--- src/eid_consts.svh ---
`ifndef EID_CONSTS_SVH
`define EID_CONSTS_SVH

// Register byte offsets on the AXI4-Lite slave
`define EID_OFS_ENABLE     8'h00
`define EID_OFS_SENSE      8'h04
`define EID_OFS_STATUS     8'h08
`define EID_OFS_PRIORITY   8'h0c
`define EID_OFS_EVT_STATUS 8'h10
`define EID_OFS_EVT_MASK   8'h14

// Reset values
`define EID_RST_ENABLE   8'h00
`define EID_RST_SENSE    16'h0000
`define EID_RST_STATUS   8'h00
`define EID_RST_PRIORITY 32'h77777777
`define EID_RST_EVT      8'h00

// Field layout
`define EID_LINES        8
`define EID_PRIO_STRIDE  4
`define EID_PRIO_W       3

// Bus answers
`define EID_RESP_OKAY    2'b00
`define EID_RESP_SLVERR  2'b10

`endif

--- src/eid_pkg.sv ---
package eid_pkg;
	// Activation strobe naming one line, from same-clock logic
	typedef struct packed {
		logic       valid;
		logic [2:0] line;
	} eid_ack_t;

	// Sense field encoding, high bit then low bit
	typedef enum logic [1:0] {
		EID_SENSE_LOW,
		EID_SENSE_FALL,
		EID_SENSE_RISE,
		EID_SENSE_BOTH
	} eid_sense_t;

	// Register select after address decode
	typedef enum logic [2:0] {
		EID_SEL_ENABLE,
		EID_SEL_SENSE,
		EID_SEL_STATUS,
		EID_SEL_PRIORITY,
		EID_SEL_EVT_STATUS,
		EID_SEL_EVT_MASK,
		EID_SEL_NONE
	} eid_sel_t;
endpackage

--- src/eid_irq_detect.sv ---
// How it works
// [RULE_01] Enable bit 0 blocks a line's request, 1 lets it through.
// [RULE_02] Enable register clears to zero on reset and hardware standby.
// [RULE_03] Two-bit sense field: 00 low level, 01 fall, 10 rise, 11 both.
// [RULE_04] All sixteen sense bits clear on reset and standby, giving low-level sense.
// [RULE_05] Request status register clears to zero on reset and standby.
// [RULE_06] Software writes only clear flags: 0 clears, 1 leaves unchanged.
// [RULE_07] Software clear needs a prior read of the flag as 1, then a 0 write.
// [RULE_08] Low-level mode: exception handling with the pin high clears the flag.
// [RULE_09] Edge modes: exception handling for that line clears its flag.
// [RULE_10] Transfer controller activation clears the flag when disable-select is 0.
// [RULE_11] Low-level mode sets the flag whenever the pin is low.
// [RULE_12] Falling-edge mode sets the flag on each high-to-low change.
// [RULE_13] Rising-edge mode sets the flag on each low-to-high change.
// [RULE_14] Both-edge mode sets the flag on every change of the pin.
// [RULE_15] Each line has a three-bit priority, 0 lowest, 7 highest, used in arbitration.
// [RULE_16] A line requests arbitration only while its flag and enable are both 1.
`include "eid_consts.svh"
`timescale 1ns/1ps
`default_nettype none

module eid_irq_detect (
	input  wire logic              clk,
	input  wire logic              nrst,
	input  wire logic              hw_standby,
	input  wire logic [7:0]        external_request_pins_n,
	input  wire eid_pkg::eid_ack_t exc_ack,
	input  wire eid_pkg::eid_ack_t dtc_act,
	input  wire logic              transfer_disable_select,
	input  wire logic [7:0]        s_axi_awaddr,
	input  wire logic              s_axi_awvalid,
	output logic                   s_axi_awready,
	input  wire logic [31:0]       s_axi_wdata,
	input  wire logic [3:0]        s_axi_wstrb,
	input  wire logic              s_axi_wvalid,
	output logic                   s_axi_wready,
	output logic [1:0]             s_axi_bresp,
	output logic                   s_axi_bvalid,
	input  wire logic              s_axi_bready,
	input  wire logic [7:0]        s_axi_araddr,
	input  wire logic              s_axi_arvalid,
	output logic                   s_axi_arready,
	output logic [31:0]            s_axi_rdata,
	output logic [1:0]             s_axi_rresp,
	output logic                   s_axi_rvalid,
	input  wire logic              s_axi_rready,
	output logic [7:0]             line_request,
	output logic [2:0]             top_level,
	output logic                   irq
);
	import eid_pkg::*;

	// Address decode shared by both channels
	function automatic eid_sel_t decode(input logic [7:0] addr);
		unique case (addr)
			`EID_OFS_ENABLE:     decode = EID_SEL_ENABLE;
			`EID_OFS_SENSE:      decode = EID_SEL_SENSE;
			`EID_OFS_STATUS:     decode = EID_SEL_STATUS;
			`EID_OFS_PRIORITY:   decode = EID_SEL_PRIORITY;
			`EID_OFS_EVT_STATUS: decode = EID_SEL_EVT_STATUS;
			`EID_OFS_EVT_MASK:   decode = EID_SEL_EVT_MASK;
			default:             decode = EID_SEL_NONE;
		endcase
	endfunction

	// Byte-lane merge for a write
	function automatic logic [31:0] merge(input logic [31:0] old, input logic [31:0] wd,
			input logic [3:0] strb);
		logic [31:0] res;
		res = old;
		for (int b = 0; b < 4; b++) begin
			if (strb[b]) begin
				res[8*b +: 8] = wd[8*b +: 8];
			end
		end
		merge = res;
	endfunction

	// Sense mode of one line
	function automatic eid_sense_t line_mode(input logic [15:0] sense, input int n);
		line_mode = eid_sense_t'(sense[2*n +: 2]);
	endfunction

	// Pin and standby synchronisers
	logic [7:0] pin_s1_reg;
	logic [7:0] pin_s2_reg;
	logic [7:0] pin_s3_reg;
	logic       stby_s1_reg;
	logic       stby_s2_reg;

	// Pins are asynchronous; s3 only serves edge detection
	always_ff @(posedge clk) begin
		if (!nrst) begin
			pin_s1_reg  <= 8'hff;
			pin_s2_reg  <= 8'hff;
			pin_s3_reg  <= 8'hff;
			stby_s1_reg <= 1'b0;
			stby_s2_reg <= 1'b0;
		end else begin
			pin_s1_reg  <= external_request_pins_n;
			pin_s2_reg  <= pin_s1_reg;
			pin_s3_reg  <= pin_s2_reg;
			stby_s1_reg <= hw_standby;
			stby_s2_reg <= stby_s1_reg;
		end
	end

	// Register state
	logic [7:0]  enable_reg;
	logic [7:0]  enable_next;
	logic [15:0] sense_reg;
	logic [15:0] sense_next;
	logic [7:0]  status_reg;
	logic [7:0]  status_next;
	logic [7:0]  seen_reg;
	logic [7:0]  seen_next;
	logic [31:0] prio_reg;
	logic [31:0] prio_next;
	logic [7:0]  evt_reg;
	logic [7:0]  evt_next;
	logic [7:0]  mask_reg;
	logic [7:0]  mask_next;
	logic [7:0]  req_reg;
	logic [7:0]  req_next;
	logic [2:0]  top_reg;
	logic [2:0]  top_next;
	logic        irq_reg;
	logic        irq_next;

	// Bus state
	logic        awrdy_reg;
	logic        awrdy_next;
	logic        bvalid_reg;
	logic        bvalid_next;
	logic [1:0]  bresp_reg;
	logic [1:0]  bresp_next;
	logic        arrdy_reg;
	logic        arrdy_next;
	logic        rvalid_reg;
	logic        rvalid_next;
	logic [1:0]  rresp_reg;
	logic [1:0]  rresp_next;
	logic [31:0] rdata_reg;
	logic [31:0] rdata_next;

	// Detection and clear terms per line
	logic [7:0]  set_vec;
	logic [7:0]  hw_clr;
	logic [7:0]  sw_clr;
	logic        wr_fire;
	logic        rd_fire;
	eid_sel_t    wsel;
	eid_sel_t    rsel;

	assign wr_fire = awrdy_reg && s_axi_awvalid && s_axi_wvalid;
	assign rd_fire = arrdy_reg && s_axi_arvalid;
	assign wsel    = decode(s_axi_awaddr);
	assign rsel    = decode(s_axi_araddr);

	// Detection per sense mode and hardware clear causes
	always_comb begin
		for (int n = 0; n < `EID_LINES; n++) begin
			unique case (line_mode(sense_reg, n)) // RULE_03
				EID_SENSE_LOW:  set_vec[n] = !pin_s2_reg[n]; // RULE_11
				EID_SENSE_FALL: set_vec[n] = pin_s3_reg[n] && !pin_s2_reg[n]; // RULE_12
				EID_SENSE_RISE: set_vec[n] = !pin_s3_reg[n] && pin_s2_reg[n]; // RULE_13
				EID_SENSE_BOTH: set_vec[n] = pin_s3_reg[n] != pin_s2_reg[n]; // RULE_14
			endcase
			hw_clr[n] = 1'b0;
			if (exc_ack.valid && exc_ack.line == 3'(n)) begin
				if (line_mode(sense_reg, n) == EID_SENSE_LOW) begin
					hw_clr[n] = pin_s2_reg[n]; // RULE_08
				end else begin
					hw_clr[n] = 1'b1; // RULE_09
				end
			end
			if (dtc_act.valid && dtc_act.line == 3'(n) && !transfer_disable_select) begin
				hw_clr[n] = 1'b1; // RULE_10
			end
			// Only flags read as 1 and then written 0 are cleared
			sw_clr[n] = wr_fire && wsel == EID_SEL_STATUS && s_axi_wstrb[0]
				&& !s_axi_wdata[n] && seen_reg[n]; // RULE_06 RULE_07
		end
	end

	// Register file next values; a new detection beats any clear except standby
	always_comb begin
		logic [31:0] wv;
		logic [2:0]  best;
		wv          = 32'h00000000;
		best        = 3'h0;
		enable_next = enable_reg;
		sense_next  = sense_reg;
		prio_next   = prio_reg;
		mask_next   = mask_reg;
		status_next = (status_reg & ~(hw_clr | sw_clr)) | set_vec;
		seen_next   = seen_reg & ~hw_clr;
		evt_next    = evt_reg | set_vec;
		if (rd_fire && rsel == EID_SEL_STATUS) begin
			seen_next = seen_next | status_reg; // RULE_07
		end
		if (wr_fire) begin
			unique case (wsel)
				EID_SEL_ENABLE: begin
					wv          = merge({24'h000000, enable_reg}, s_axi_wdata, s_axi_wstrb);
					enable_next = wv[7:0];
				end
				EID_SEL_SENSE: begin
					wv         = merge({16'h0000, sense_reg}, s_axi_wdata, s_axi_wstrb);
					sense_next = wv[15:0];
				end
				EID_SEL_STATUS: begin
					seen_next = 8'h00; // A write consumes the earlier read
				end
				EID_SEL_PRIORITY: begin
					wv        = merge(prio_reg, s_axi_wdata, s_axi_wstrb);
					prio_next = wv & `EID_RST_PRIORITY; // Spare bits stay zero
				end
				EID_SEL_EVT_STATUS: begin
					if (s_axi_wstrb[0]) begin
						evt_next = (evt_reg & ~s_axi_wdata[7:0]) | set_vec;
					end
				end
				EID_SEL_EVT_MASK: begin
					wv        = merge({24'h000000, mask_reg}, s_axi_wdata, s_axi_wstrb);
					mask_next = wv[7:0];
				end
				EID_SEL_NONE: wv = 32'h00000000;
			endcase
		end
		if (stby_s2_reg) begin
			enable_next = `EID_RST_ENABLE; // RULE_02
			sense_next  = `EID_RST_SENSE; // RULE_04
			status_next = `EID_RST_STATUS; // RULE_05
			prio_next   = `EID_RST_PRIORITY;
			seen_next   = 8'h00;
		end
		// Request only while flag and enable are both 1; ranked by level
		req_next = status_reg & enable_reg; // RULE_01 RULE_16
		for (int n = 0; n < `EID_LINES; n++) begin
			if (req_next[n] && prio_reg[`EID_PRIO_STRIDE*n +: `EID_PRIO_W] > best) begin
				best = prio_reg[`EID_PRIO_STRIDE*n +: `EID_PRIO_W]; // RULE_15
			end
		end
		top_next = best;
		irq_next = |(evt_reg & mask_reg);
	end

	always_ff @(posedge clk) begin
		if (!nrst) begin
			enable_reg <= `EID_RST_ENABLE; // RULE_02
			sense_reg  <= `EID_RST_SENSE; // RULE_04
			status_reg <= `EID_RST_STATUS; // RULE_05
			seen_reg   <= 8'h00;
			prio_reg   <= `EID_RST_PRIORITY;
			evt_reg    <= `EID_RST_EVT;
			mask_reg   <= `EID_RST_EVT;
			req_reg    <= 8'h00;
			top_reg    <= 3'h0;
			irq_reg    <= 1'b0;
		end else begin
			enable_reg <= enable_next;
			sense_reg  <= sense_next;
			status_reg <= status_next;
			seen_reg   <= seen_next;
			prio_reg   <= prio_next;
			evt_reg    <= evt_next;
			mask_reg   <= mask_next;
			req_reg    <= req_next;
			top_reg    <= top_next;
			irq_reg    <= irq_next;
		end
	end

	// AXI4-Lite handshakes; one transfer per channel pair at a time
	always_comb begin
		awrdy_next  = 1'b0;
		bvalid_next = bvalid_reg;
		bresp_next  = bresp_reg;
		arrdy_next  = 1'b0;
		rvalid_next = rvalid_reg;
		rresp_next  = rresp_reg;
		rdata_next  = rdata_reg;
		if (s_axi_awvalid && s_axi_wvalid && !awrdy_reg && !bvalid_reg) begin
			awrdy_next = 1'b1; // Address and data taken together
		end
		if (wr_fire) begin
			bvalid_next = 1'b1;
			bresp_next  = (wsel == EID_SEL_NONE) ? `EID_RESP_SLVERR : `EID_RESP_OKAY;
		end else if (bvalid_reg && s_axi_bready) begin
			bvalid_next = 1'b0;
		end
		if (s_axi_arvalid && !arrdy_reg && !rvalid_reg) begin
			arrdy_next = 1'b1;
		end
		if (rd_fire) begin
			rvalid_next = 1'b1;
			rresp_next  = `EID_RESP_OKAY;
			unique case (rsel)
				EID_SEL_ENABLE:     rdata_next = {24'h000000, enable_reg};
				EID_SEL_SENSE:      rdata_next = {16'h0000, sense_reg};
				EID_SEL_STATUS:     rdata_next = {24'h000000, status_reg};
				EID_SEL_PRIORITY:   rdata_next = prio_reg;
				EID_SEL_EVT_STATUS: rdata_next = {24'h000000, evt_reg};
				EID_SEL_EVT_MASK:   rdata_next = {24'h000000, mask_reg};
				EID_SEL_NONE: begin
					rdata_next = 32'h00000000;
					rresp_next = `EID_RESP_SLVERR;
				end
			endcase
		end else if (rvalid_reg && s_axi_rready) begin
			rvalid_next = 1'b0;
		end
	end

	always_ff @(posedge clk) begin
		if (!nrst) begin
			awrdy_reg  <= 1'b0;
			bvalid_reg <= 1'b0;
			bresp_reg  <= `EID_RESP_OKAY;
			arrdy_reg  <= 1'b0;
			rvalid_reg <= 1'b0;
			rresp_reg  <= `EID_RESP_OKAY;
			rdata_reg  <= 32'h00000000;
		end else begin
			awrdy_reg  <= awrdy_next;
			bvalid_reg <= bvalid_next;
			bresp_reg  <= bresp_next;
			arrdy_reg  <= arrdy_next;
			rvalid_reg <= rvalid_next;
			rresp_reg  <= rresp_next;
			rdata_reg  <= rdata_next;
		end
	end

	// Outputs straight from flops
	assign s_axi_awready = awrdy_reg;
	assign s_axi_wready  = awrdy_reg;
	assign s_axi_bvalid  = bvalid_reg;
	assign s_axi_bresp   = bresp_reg;
	assign s_axi_arready = arrdy_reg;
	assign s_axi_rvalid  = rvalid_reg;
	assign s_axi_rresp   = rresp_reg;
	assign s_axi_rdata   = rdata_reg;
	assign line_request  = req_reg;
	assign top_level     = top_reg;
	assign irq           = irq_reg;
endmodule
`default_nettype wire

--- config.mk ---
export PLATFORM = sky130hd
export DESIGN_NAME = eid_irq_detect
export DESIGN_NICKNAME = d
export VERILOG_FILES = /design/src/eid_pkg.sv /design/src/eid_irq_detect.sv
export VERILOG_INCLUDE_DIRS = /design/src
export SDC_FILE = /design/constraint.sdc
export NUM_CORES = 1
export LEC_CHECK = 0
export BUFFER_PORTS_ARGS = -buffer_cell sky130_fd_sc_hd__buf_2
export CAP_MARGIN = 20
export CORE_ASPECT_RATIO = 0.5
export CORE_MARGIN = 10
export CORE_UTILIZATION = 52
export CTS_BUF_LIST = sky130_fd_sc_hd__clkbuf_4 sky130_fd_sc_hd__clkbuf_8
export DETAILED_ROUTE_END_ITERATION = 7
export HOLD_SLACK_MARGIN = 0.08
export PLACE_DENSITY = 0.78
export SLEW_MARGIN = 30
export SYNTH_ARGS = -nofsm -noshare
export SYNTH_HDL_FRONTEND = slang
export SYNTH_SLANG_ARGS = --single-unit
--- constraint.sdc ---
create_clock -name clk -period 8.98 [get_ports clk]
set_input_delay 0 -clock clk [delete_from_list [all_inputs] [get_ports clk]]
set_output_delay 0 -clock clk [all_outputs]
set_load 0.01 [all_outputs]
After elaboration in Yosys (flattened, before gate mapping). Cells that the tools add are included. Widths: inputs -> output; s select.

$lt $le $gt $ge: 8. Equal/unequal tests: 68. Multiplexer cells: 57. Bitwise logic cells: 14. Reduce and logical (&&, ||, !) cells: 132.

Operators by type and width (count): $pmux 32 s7 (1); $logic_and 1x1->1 (77); $mux 8 (6); $eq 3x3->1 const B (14); $and 8x8->8 (5); $or 8x8->8 (5); $pmux 3 s6 (2); $eq 2x2->1 const B (16); $eq 8x4->1 const B (4); $eq 8x5->1 const B (4); $pmux 1 s4 (8); $mux 1 (30); $logic_not 1->1 (29); $eq 3x2->1 const B (8); $mux 3 (8); $not 8->8 (3); $reduce_and 3->1 (8); $gt 3x3->1 (7); $eq 2x1->1 const B (8); $eq 8x3->1 const B (2); $logic_not 2->1 (8); $logic_not 8->1 (2); $eq 3x1->1 const B (4); $logic_not 3->1 (4); other kinds (7) (16).

Bits in registers: 158. Input port bits: 77. Output and inout bits: 53. Word-level logic and storage cells: 305.

Longest topological paths before layout. Gate-level depths: netlist of the first run.

Word-level depth: 24. Depth in mapped cells: 46. Depth with buffers taken out: 46.

Least setup slack after synthesis of the first run. OpenSTA, ideal clock, no wires.

Kind: reg2reg. From: reg status_reg[0]. To: reg top_reg[2], in the netlist top_level[2]. Library setup time: 0.065 ns. Arrival time: 8.510 ns. Required time: 8.915 ns. Path slack: 0.404 ns. Cell stages (with the launch flop): 45. Buffers on the path: 0. Clock period less this slack: 8.576 ns. Cell sequence: dfxtp_1 > nand3_1 > ha_1 > nor2_1 > a31oi_2 > nand2_1 > o21ai_0 > ha_1 > nor2_1 > o211ai_1 > a311o_1 > mux2_4 > ha_1 > nor2_1 > or2_2 > maj3_1 > o211a_1 > mux2_4 > [... 9 more ...] > o21ai_0 > nand4_1 > a32oi_1 > or3_1 > nand2_1 > ha_1 > nor2b_1 > o21ai_0 > inv_1 > o21ai_1 > nand2_1 > o221ai_1 > ha_1 > nor2b_1 > o21a_1 > o2111ai_1 > mux2_2 > nor2_1.

Cells in the longest elaborated chain, start to end: 24.

Ends and longest elaborated chain: from (decl) (line eid_irq_detect.sv:113) `logic [7:0] status_reg;`; from (signal assigned) (line eid_irq_detect.sv:253) `` status_reg <= `EID_RST_STATUS; ``; from (signal assigned) (line eid_irq_detect.sv:264) `status_reg <= status_next;`; $and 8x8->8 * (line eid_irq_detect.sv:239) `req_next = status_reg & enable_reg;`; $logic_and 1x1->1 * (line eid_irq_detect.sv:241) `` if (req_next[n] && prio_reg[`EID_PRIO_STRIDE*n +: `EID_PRIO_W] > best) begin ``; $mux 3 * (line eid_irq_detect.sv:241); $gt 3x3->1 (line eid_irq_detect.sv:241); $logic_and 1x1->1 (line eid_irq_detect.sv:241); $mux 3 * (line eid_irq_detect.sv:241); $gt 3x3->1 (line eid_irq_detect.sv:241); $logic_and 1x1->1 (line eid_irq_detect.sv:241); [... 8 more ...]; $logic_and 1x1->1 (line eid_irq_detect.sv:241); $mux 3 * (line eid_irq_detect.sv:241); $gt 3x3->1 (line eid_irq_detect.sv:241); $logic_and 1x1->1 (line eid_irq_detect.sv:241); $mux 3 * (line eid_irq_detect.sv:241); $gt 3x3->1 (line eid_irq_detect.sv:241); $logic_and 1x1->1 (line eid_irq_detect.sv:241); $mux 3 * (line eid_irq_detect.sv:241); to (signal assigned) (line eid_irq_detect.sv:270) `top_reg <= top_next;`; to (decl) (line eid_irq_detect.sv:125) `logic [2:0] top_reg;`.

Mark *: on every way between the ends. The rest lies on a longest branch, timed or not. A chain may end at the register's enable or synchronous reset.

Worst setup path in the final report of the first run.
From: reg status_reg[0]. To: reg top_reg[0], in the netlist top_level[0].

Same word-level chain as after synthesis.

==> run summary, run 1 <==
Status -> finished clean
Tightest Pin Transition -> 896 ps
Yosys top cell by area -> dfxtp_1
Synth unique cells -> 61
Required @ worst endpoint -> 9340 ps
Post-synth top area share -> 0.428
Nets -> 1157
Initial antenna violation count -> 3
Endpoint, Worst Hold -> prio_reg[28]$_SDFFE_PP1P_
Slew HR -> 0.398
Placed Cells -> 1128
Post-Syn Area -> 0.00711 mm2
Startpoint types -> flop
Fin crit period -> 8570 ps
Vias per cell -> 5.68
Largest fanout on the critical path -> 6
Synthesis-stage register bit count -> 152
Asr flop ratio synth -> 0
Max FFs per register -> 28
Register area share after synthesis -> 0.428
Most common cell on crit path -> ha_1
Crit share post-route -> 0.954
TritonCTS clock tree -> built
Final Hold Violating Endpoints -> 0
GRT Total Usage -> 0.228
Inserted Clock Buffers -> 17
CP Launch Point -> status_reg[0]$_SDFF_PP0_
Vias in the first global route -> 6861
Die Ht -> 103 um
Cells after Synth -> 864
Post-Layout Cell Count -> 1243
Synth Flop Type -> dfxtp_1
Peak supply drop -> 0.0000798 V
Total grt overflow -> 0
Gpl congestion -> 0.934
Worst-Skew Late Latency -> 450 ps
Max Cap Viol -> 0
Final Slew Violations -> 0
DRC errors left -> 0
Max Buffers Root-to-Sink -> 2
Full die area -> 0.0190 mm2
Total chip power -> 1.33 mW
H-tree depth -> 4
Class of the worst hold path -> in2reg
PwrDens -> 145 mW/mm2
Clk sinks -> 152
CP endpoint kind -> flop
DIE WIDTH -> 185 um
Initial Util -> 0.528
Reg-to-reg startpoint -> status_reg[0]$_SDFF_PP0_
Detail Placement HPWL -> 15.5 mm
Clock slew at reported path FFs -> 90 ps
Routed WL per cell -> 17.7 um
DRT Pass-1 Iters -> 5
Reg2Reg Depth -> 43
Port bufs -> 119
Final setup margin -> 409 ps
Share of layout cells above drive strength 1 -> 0.195
Yosys warning count -> 0
Critical-path top delay cell -> dfxtp_4
Initial DRC Count -> 609
Crit path arrival time -> 8930 ps
DR vias -> 7065
Largest net degree at the start of global routing -> 56
IO Count -> 130
R2R setup slack -> 410 ps
Drt total wl -> 22.1 mm
Leakage -> 3.99 nW
Core outline area -> 0.0135 mm2
CP max stage delay -> 410 ps
Hold depth -> 3
Post-synth EDFFs -> 0
Min Hold Slack -> 96.2 ps
Setup skew after layout -> 17.1 ps
Avg Cell Area, Syn -> 8.23 um2
First-pass GRT wire length -> 34.7 mm
RR Endpoint -> top_level[0]$_SDFF_PN0_
Fmax -> 117 MHz
Root buf cell -> clkbuf_8
Dpl ws -> -167 ps
Setup violations, final -> 0
Crit Path Class -> reg2reg
Layout area overhead -> 29.6%
Row count -> 30
Hold path startpoint -> s_axi_wstrb[3]
DRT antenna net count -> 0
Top post-synthesis cells by area -> dfxtp_1, nand2_1, nor2_1, ha_1, a21oi_1
-- critical path, delay by kind of cell (launching register included) --
kind	cells	cell delay, ps
fa+ha+maj	8	2140
compound gates	17	2880
simple gates	15	2030
flops	1	410
mux	3	990
-- cells in the final DEF (no fill, tap or decap), types with 10 or more instances in the layout --
master           n
dfxtp_1        149
nand2_1        137
buf_2          119
nor2_1          95
dlygate4sd3_1   73
a21oi_1         67
inv_1           36
nand3_1         32
a22oi_1         32
mux2i_1         31
ha_1            24
o211ai_1        22
nand2b_1        20
clkbuf_8        18
nor3_1          16
buf_4           14
o21ai_0         13
and3_1          12
and2_1          11
a31oi_1         10
-- power breakdown --
| group | total, mW | internal [mW] | switching, mW |
|---|---|---|---|
| Combinational | 0.102 | 0.0469 | 0.0553 |
| Sequential | 0.692 | 0.683 | 0.00977 |
| Clock | 0.538 | 0.264 | 0.275 |
| Total | 1.33 | 0.993 | 0.340 |
-- final cells by class --
type,instances,area [um2]
Antenna cell,3,7.51
Clock inverter,12,141
Clock buffer,20,263
Tap cell,176,220
Sequential cell,152,3050
Multi-Input combinational cell,637,3950
Inverter,36,135
Timing Repair Buffer,207,1440
Fill cell,1074,4260
-- worst max-delay path by stage --
stage | endpoint | depth (start not counted) | slack [ps]
floorplan | top_level[2]$_SDFF_PN0_ | 44 | 400
global placement | top_level[2]$_SDFF_PN0_ | 45 | 190
detailed placement | top_level[2]$_SDFF_PN0_ | 45 | -170
CTS | top_level[2]$_SDFF_PN0_ | 43 | 40
global route | top_level[2]$_SDFF_PN0_ | 45 | -70
finish | top_level[0]$_SDFF_PN0_ | 43 | 410
-- what timing repair did --
action                                 4_1_cts  5_1_grt
cloned                                       0        0
resized for setup                            5       37
endpoints found under the hold margin      109        0
setup endpoints to repair                    3        3
buffers inserted                             0        7
hold buffers                                73        0
pin swaps                                    0       17
-- metrics by stage --
stage | TNS, ps | instance area (um2) | utilization
after floorplan | 0 | 7130 | -
after global placement | 0 | 7810 | 0.580
after detailed placement | -291 | 7810 | 0.580
after CTS | 0 | 8970 | 0.666
after global routing | -153 | 9220 | 0.684
final | 0 | 9220 | 0.684
-- cells in the mapped netlist (3+ instances only) --
cell / number
o21ai_0: 17
o211ai_1: 22
o32a_1: 4
nor2b_1: 7
dfxtp_1: 152
a31oi_1: 11
nand2_1: 140
a22o_1: 3
or3b_1: 3
nand4b_1: 3
o311ai_0: 5
and3_1: 13
a21oi_1: 67
o21ai_1: 4
and2_1: 11
clkbuf_1: 36
nor4_1: 6
nand2b_1: 20
a221oi_1: 3
a32oi_1: 3
ha_1: 29
a22oi_1: 32
nor2_1: 100
inv_1: 36
nor3_1: 16
nand3_1: 34
a211oi_1: 5
buf_4: 7
mux2i_1: 31
-- kinds of logic after synthesis --
family,Yosys count,share of synthesized area
muxes,35,0.0510
adders and majority gates,30,0.0524
AOI/OAI and AO/OA,197,0.185
other,1,0.000527
buffers and inverters,80,0.0459
and+or+nand+nor,369,0.237
DFF,152,0.428
-- routing by layer --
layer,vias to the layer above,GRT usage,wire length [um],share of wire
li1,3412,-,-,-
met3,36,0.0507,1830,0.083
met5,-,0,0,0
met1,3322,0.291,9700,0.44
met2,295,0.372,10100,0.46
met4,0,0.0868,410,0.019
Note: power is estimated with default switching activity, not from simulation.
==> run 2, diff against run 1 <==
Settings changed: CORE_UTILIZATION 52 to 62, PLACE_DENSITY 0.78 to 0.9.
Clock period 8.98 ns to 10.35 ns, I/O delays scaled along.
==> run summary, run 2 (synthesized netlist as in run 1, its figures left out) <==
First-pass GRT wire length -> 38.6 mm (was 34.7 mm)
Routed WL per cell -> 21.0 um (was 17.7 um)
Largest fanout on the critical path -> 9 (was 6)
Final Hold Violating Endpoints -> 0 (unchanged)
PwrDens -> 132 mW/mm2 (was 145 mW/mm2)
DRT antenna net count -> 0 (unchanged)
DRC errors left -> 3 (was 0)
Inserted Clock Buffers -> 17 (unchanged)
Vias per cell -> 6.49 (was 5.68)
TritonCTS clock tree -> built (unchanged)
Max Cap Viol -> 0 (unchanged)
Root buf cell -> clkbuf_8 (unchanged)
Clock slew at reported path FFs -> 80 ps (was 90 ps)
Nets -> 1162 (was 1157)
Setup TNS -> 0 ps (unchanged)
Initial Util -> 0.642 (was 0.528)
Share of layout cells above drive strength 1 -> 0.161 (was 0.195)
DR vias -> 7874 (was 7065)
Final Slew Violations -> 0 (unchanged)
Detail Placement HPWL -> 15.4 mm (was 15.5 mm)
Register area -> 0.00304 mm2 (was 0.00305 mm2)
Row count -> 27 (was 30)
Tightest Pin Transition -> 965 ps (was 896 ps)
Largest net degree at the start of global routing -> 56 (unchanged)
Status -> finished, violations left (was finished clean)
Multi-input logic area -> 0.00378 mm2 (was 0.00395 mm2)
Die Ht -> 95.7 um (was 103 um)
Max FFs per register -> 28 (unchanged)
Critical path destination -> top_level[2]$_SDFF_PN0_ (was top_level[0]$_SDFF_PN0_)
Clk sinks -> 152 (unchanged)
Fin crit period -> 9820 ps (was 8570 ps)
Crit share post-route -> 0.948 (was 0.954)
R2R setup slack -> 530 ps (was 410 ps)
Layout fillers -> 656 (was 1074)
Max Buffers Root-to-Sink -> 2 (unchanged)
Class of the worst hold path -> in2reg (unchanged)
Initial antenna violation count -> 1 (was 3)
CP endpoint kind -> flop (unchanged)
Core outline area -> 0.0111 mm2 (was 0.0135 mm2)
Vias in the first global route -> 7548 (was 6861)
CP max stage delay -> 520 ps (was 410 ps)
Crit path arrival time -> 10220 ps (was 8930 ps)
Critical-path top delay cell -> dfxtp_1 (was dfxtp_4)
CP Launch Point -> status_reg[0]$_SDFF_PP0_ (unchanged)
GRT Total Usage -> 0.297 (was 0.228)
Dpl ws -> 581 ps (was -167 ps)
Full die area -> 0.0164 mm2 (was 0.0190 mm2)
Peak supply drop -> 0.0000898 V (was 0.0000798 V)
DIE WIDTH -> 171 um (was 185 um)
Fmax -> 102 MHz (was 117 MHz)
Required @ worst endpoint -> 10750 ps (was 9340 ps)
Commonest non-fill, non-tap cells in the layout -> dfxtp_1, nand2_1, buf_2, nor2_1, dlygate4sd3_1 (unchanged)
RR Endpoint -> top_level[2]$_SDFF_PN0_ (was top_level[0]$_SDFF_PN0_)
Leakage -> 3.97 nW (was 3.99 nW)
Total grt overflow -> 0 (unchanged)
Setup violations, final -> 0 (unchanged)
Drt total wl -> 25.5 mm (was 22.1 mm)
Worst-Skew Late Latency -> 480 ps (was 450 ps)
Port bufs -> 119 (unchanged)
Unrepaired setup endpoints after global routing -> no
Layout area overhead -> 27.7% (was 29.6%)
Final setup margin -> 534 ps (was 409 ps)
H-tree depth -> 4 (unchanged)
DRT Pass-1 Iters -> 8 (was 5)
Crit Path Class -> reg2reg (unchanged)
Violated checks -> DRC
Gpl congestion -> 0.969 (was 0.934)
Slew HR -> 0.352 (was 0.398)
Setup skew after layout -> 27.8 ps (was 17.1 ps)
IO Count -> 130 (unchanged)
Reg2Reg Depth -> 44 (was 43)
Initial DRC Count -> 1355 (was 609)
Commonest non-fill, non-tap cell in the layout -> dfxtp_1 (unchanged)
Reg-to-reg startpoint -> status_reg[0]$_SDFF_PP0_ (unchanged)
Startpoint types -> flop (unchanged)
run 2: cell types whose count changed in the layout (fill, tap and decap cells not counted), sizes merged:
cell and delta:
buf -10, bufinv +2, clkbuf -2, clkinv +3, clkinvlp -3, diode -1
dlygate4sd3 +15, inv -2
run 2: final cells by class:
cell class                      instances  share of cell area
Clock inverter                         12              0.0194
Sequential cell                       152               0.335
Tap cell                              145              0.0200
Timing Repair Buffer                  212               0.167
Clock buffer                           18              0.0266
Inverter                               36              0.0149
Multi-Input combinational cell        637               0.416
Antenna cell                            2            0.000551
run 2: worst min path at each step:
stage / start / end / cells past startpoint
final: s_axi_wstrb[3] / prio_reg[28]$_SDFFE_PP1P_ / 3
after global routing: s_axi_wstrb[3] / prio_reg[30]$_SDFFE_PP1P_ / 3
after CTS: s_axi_wstrb[3] / prio_reg[30]$_SDFFE_PP1P_ / 3
after detailed placement: external_request_pins_n[5] / pin_s1_reg[5]$_SDFF_PN1_ / 2
after global placement: external_request_pins_n[2] / pin_s1_reg[2]$_SDFF_PN1_ / 2
after floorplan: nrst / pin_s2_reg[6]$_SDFF_PN1_ / 1
run 2: per-stage QoR:
step	utilization	hold WS [ps]	instance area [um2]	power, mW	instances
after floorplan	-	73.0	7130	0.649	869
after global placement	0.700	179	7750	0.679	1094
after detailed placement	0.700	183	7760	0.682	1094
after CTS	0.817	80.4	9060	1.18	1212
after global routing	0.819	129	9070	1.22	1213
final	0.819	107	9080	1.20	1214
run 2: critical path, delay by kind of cell (launching register included):
| family | cells | cell delay [ps] |
|---|---|---|
| AOI/OAI and AO/OA | 14 | 3040 |
| and+or+nand+nor | 17 | 2350 |
| buffers and inverters | 1 | 80 |
| DFF | 1 | 520 |
| adders and majority gates | 8 | 2340 |
| muxes | 4 | 1410 |
run 2: report_power, final:
| part | total [mW] | leakage (nW) | switching (mW) | internal [mW] |
|---|---|---|---|---|
| Combinational | 0.0915 | 2.53 | 0.0510 | 0.0405 |
| Clock | 0.506 | 0.208 | 0.243 | 0.263 |
| Sequential | 0.602 | 1.23 | 0.00964 | 0.593 |
run 2: layer usage:
layer	routed length, um	up-vias	GRT usage
li1	-	3411	-
met1	9200	3588	0.340
met2	11200	678	0.486
met3	3610	197	0.111
met4	1430	0	0.154
met5	0	-	0
run 2: repair_timing:
item / 4_1_cts / 5_1_grt
setup endpoints to repair: 0 / 3
hold endpoints to repair: 112 / 0
gates resized for setup: 0 / 2
hold buffers: 88 / 0
buffers inserted: 0 / 0
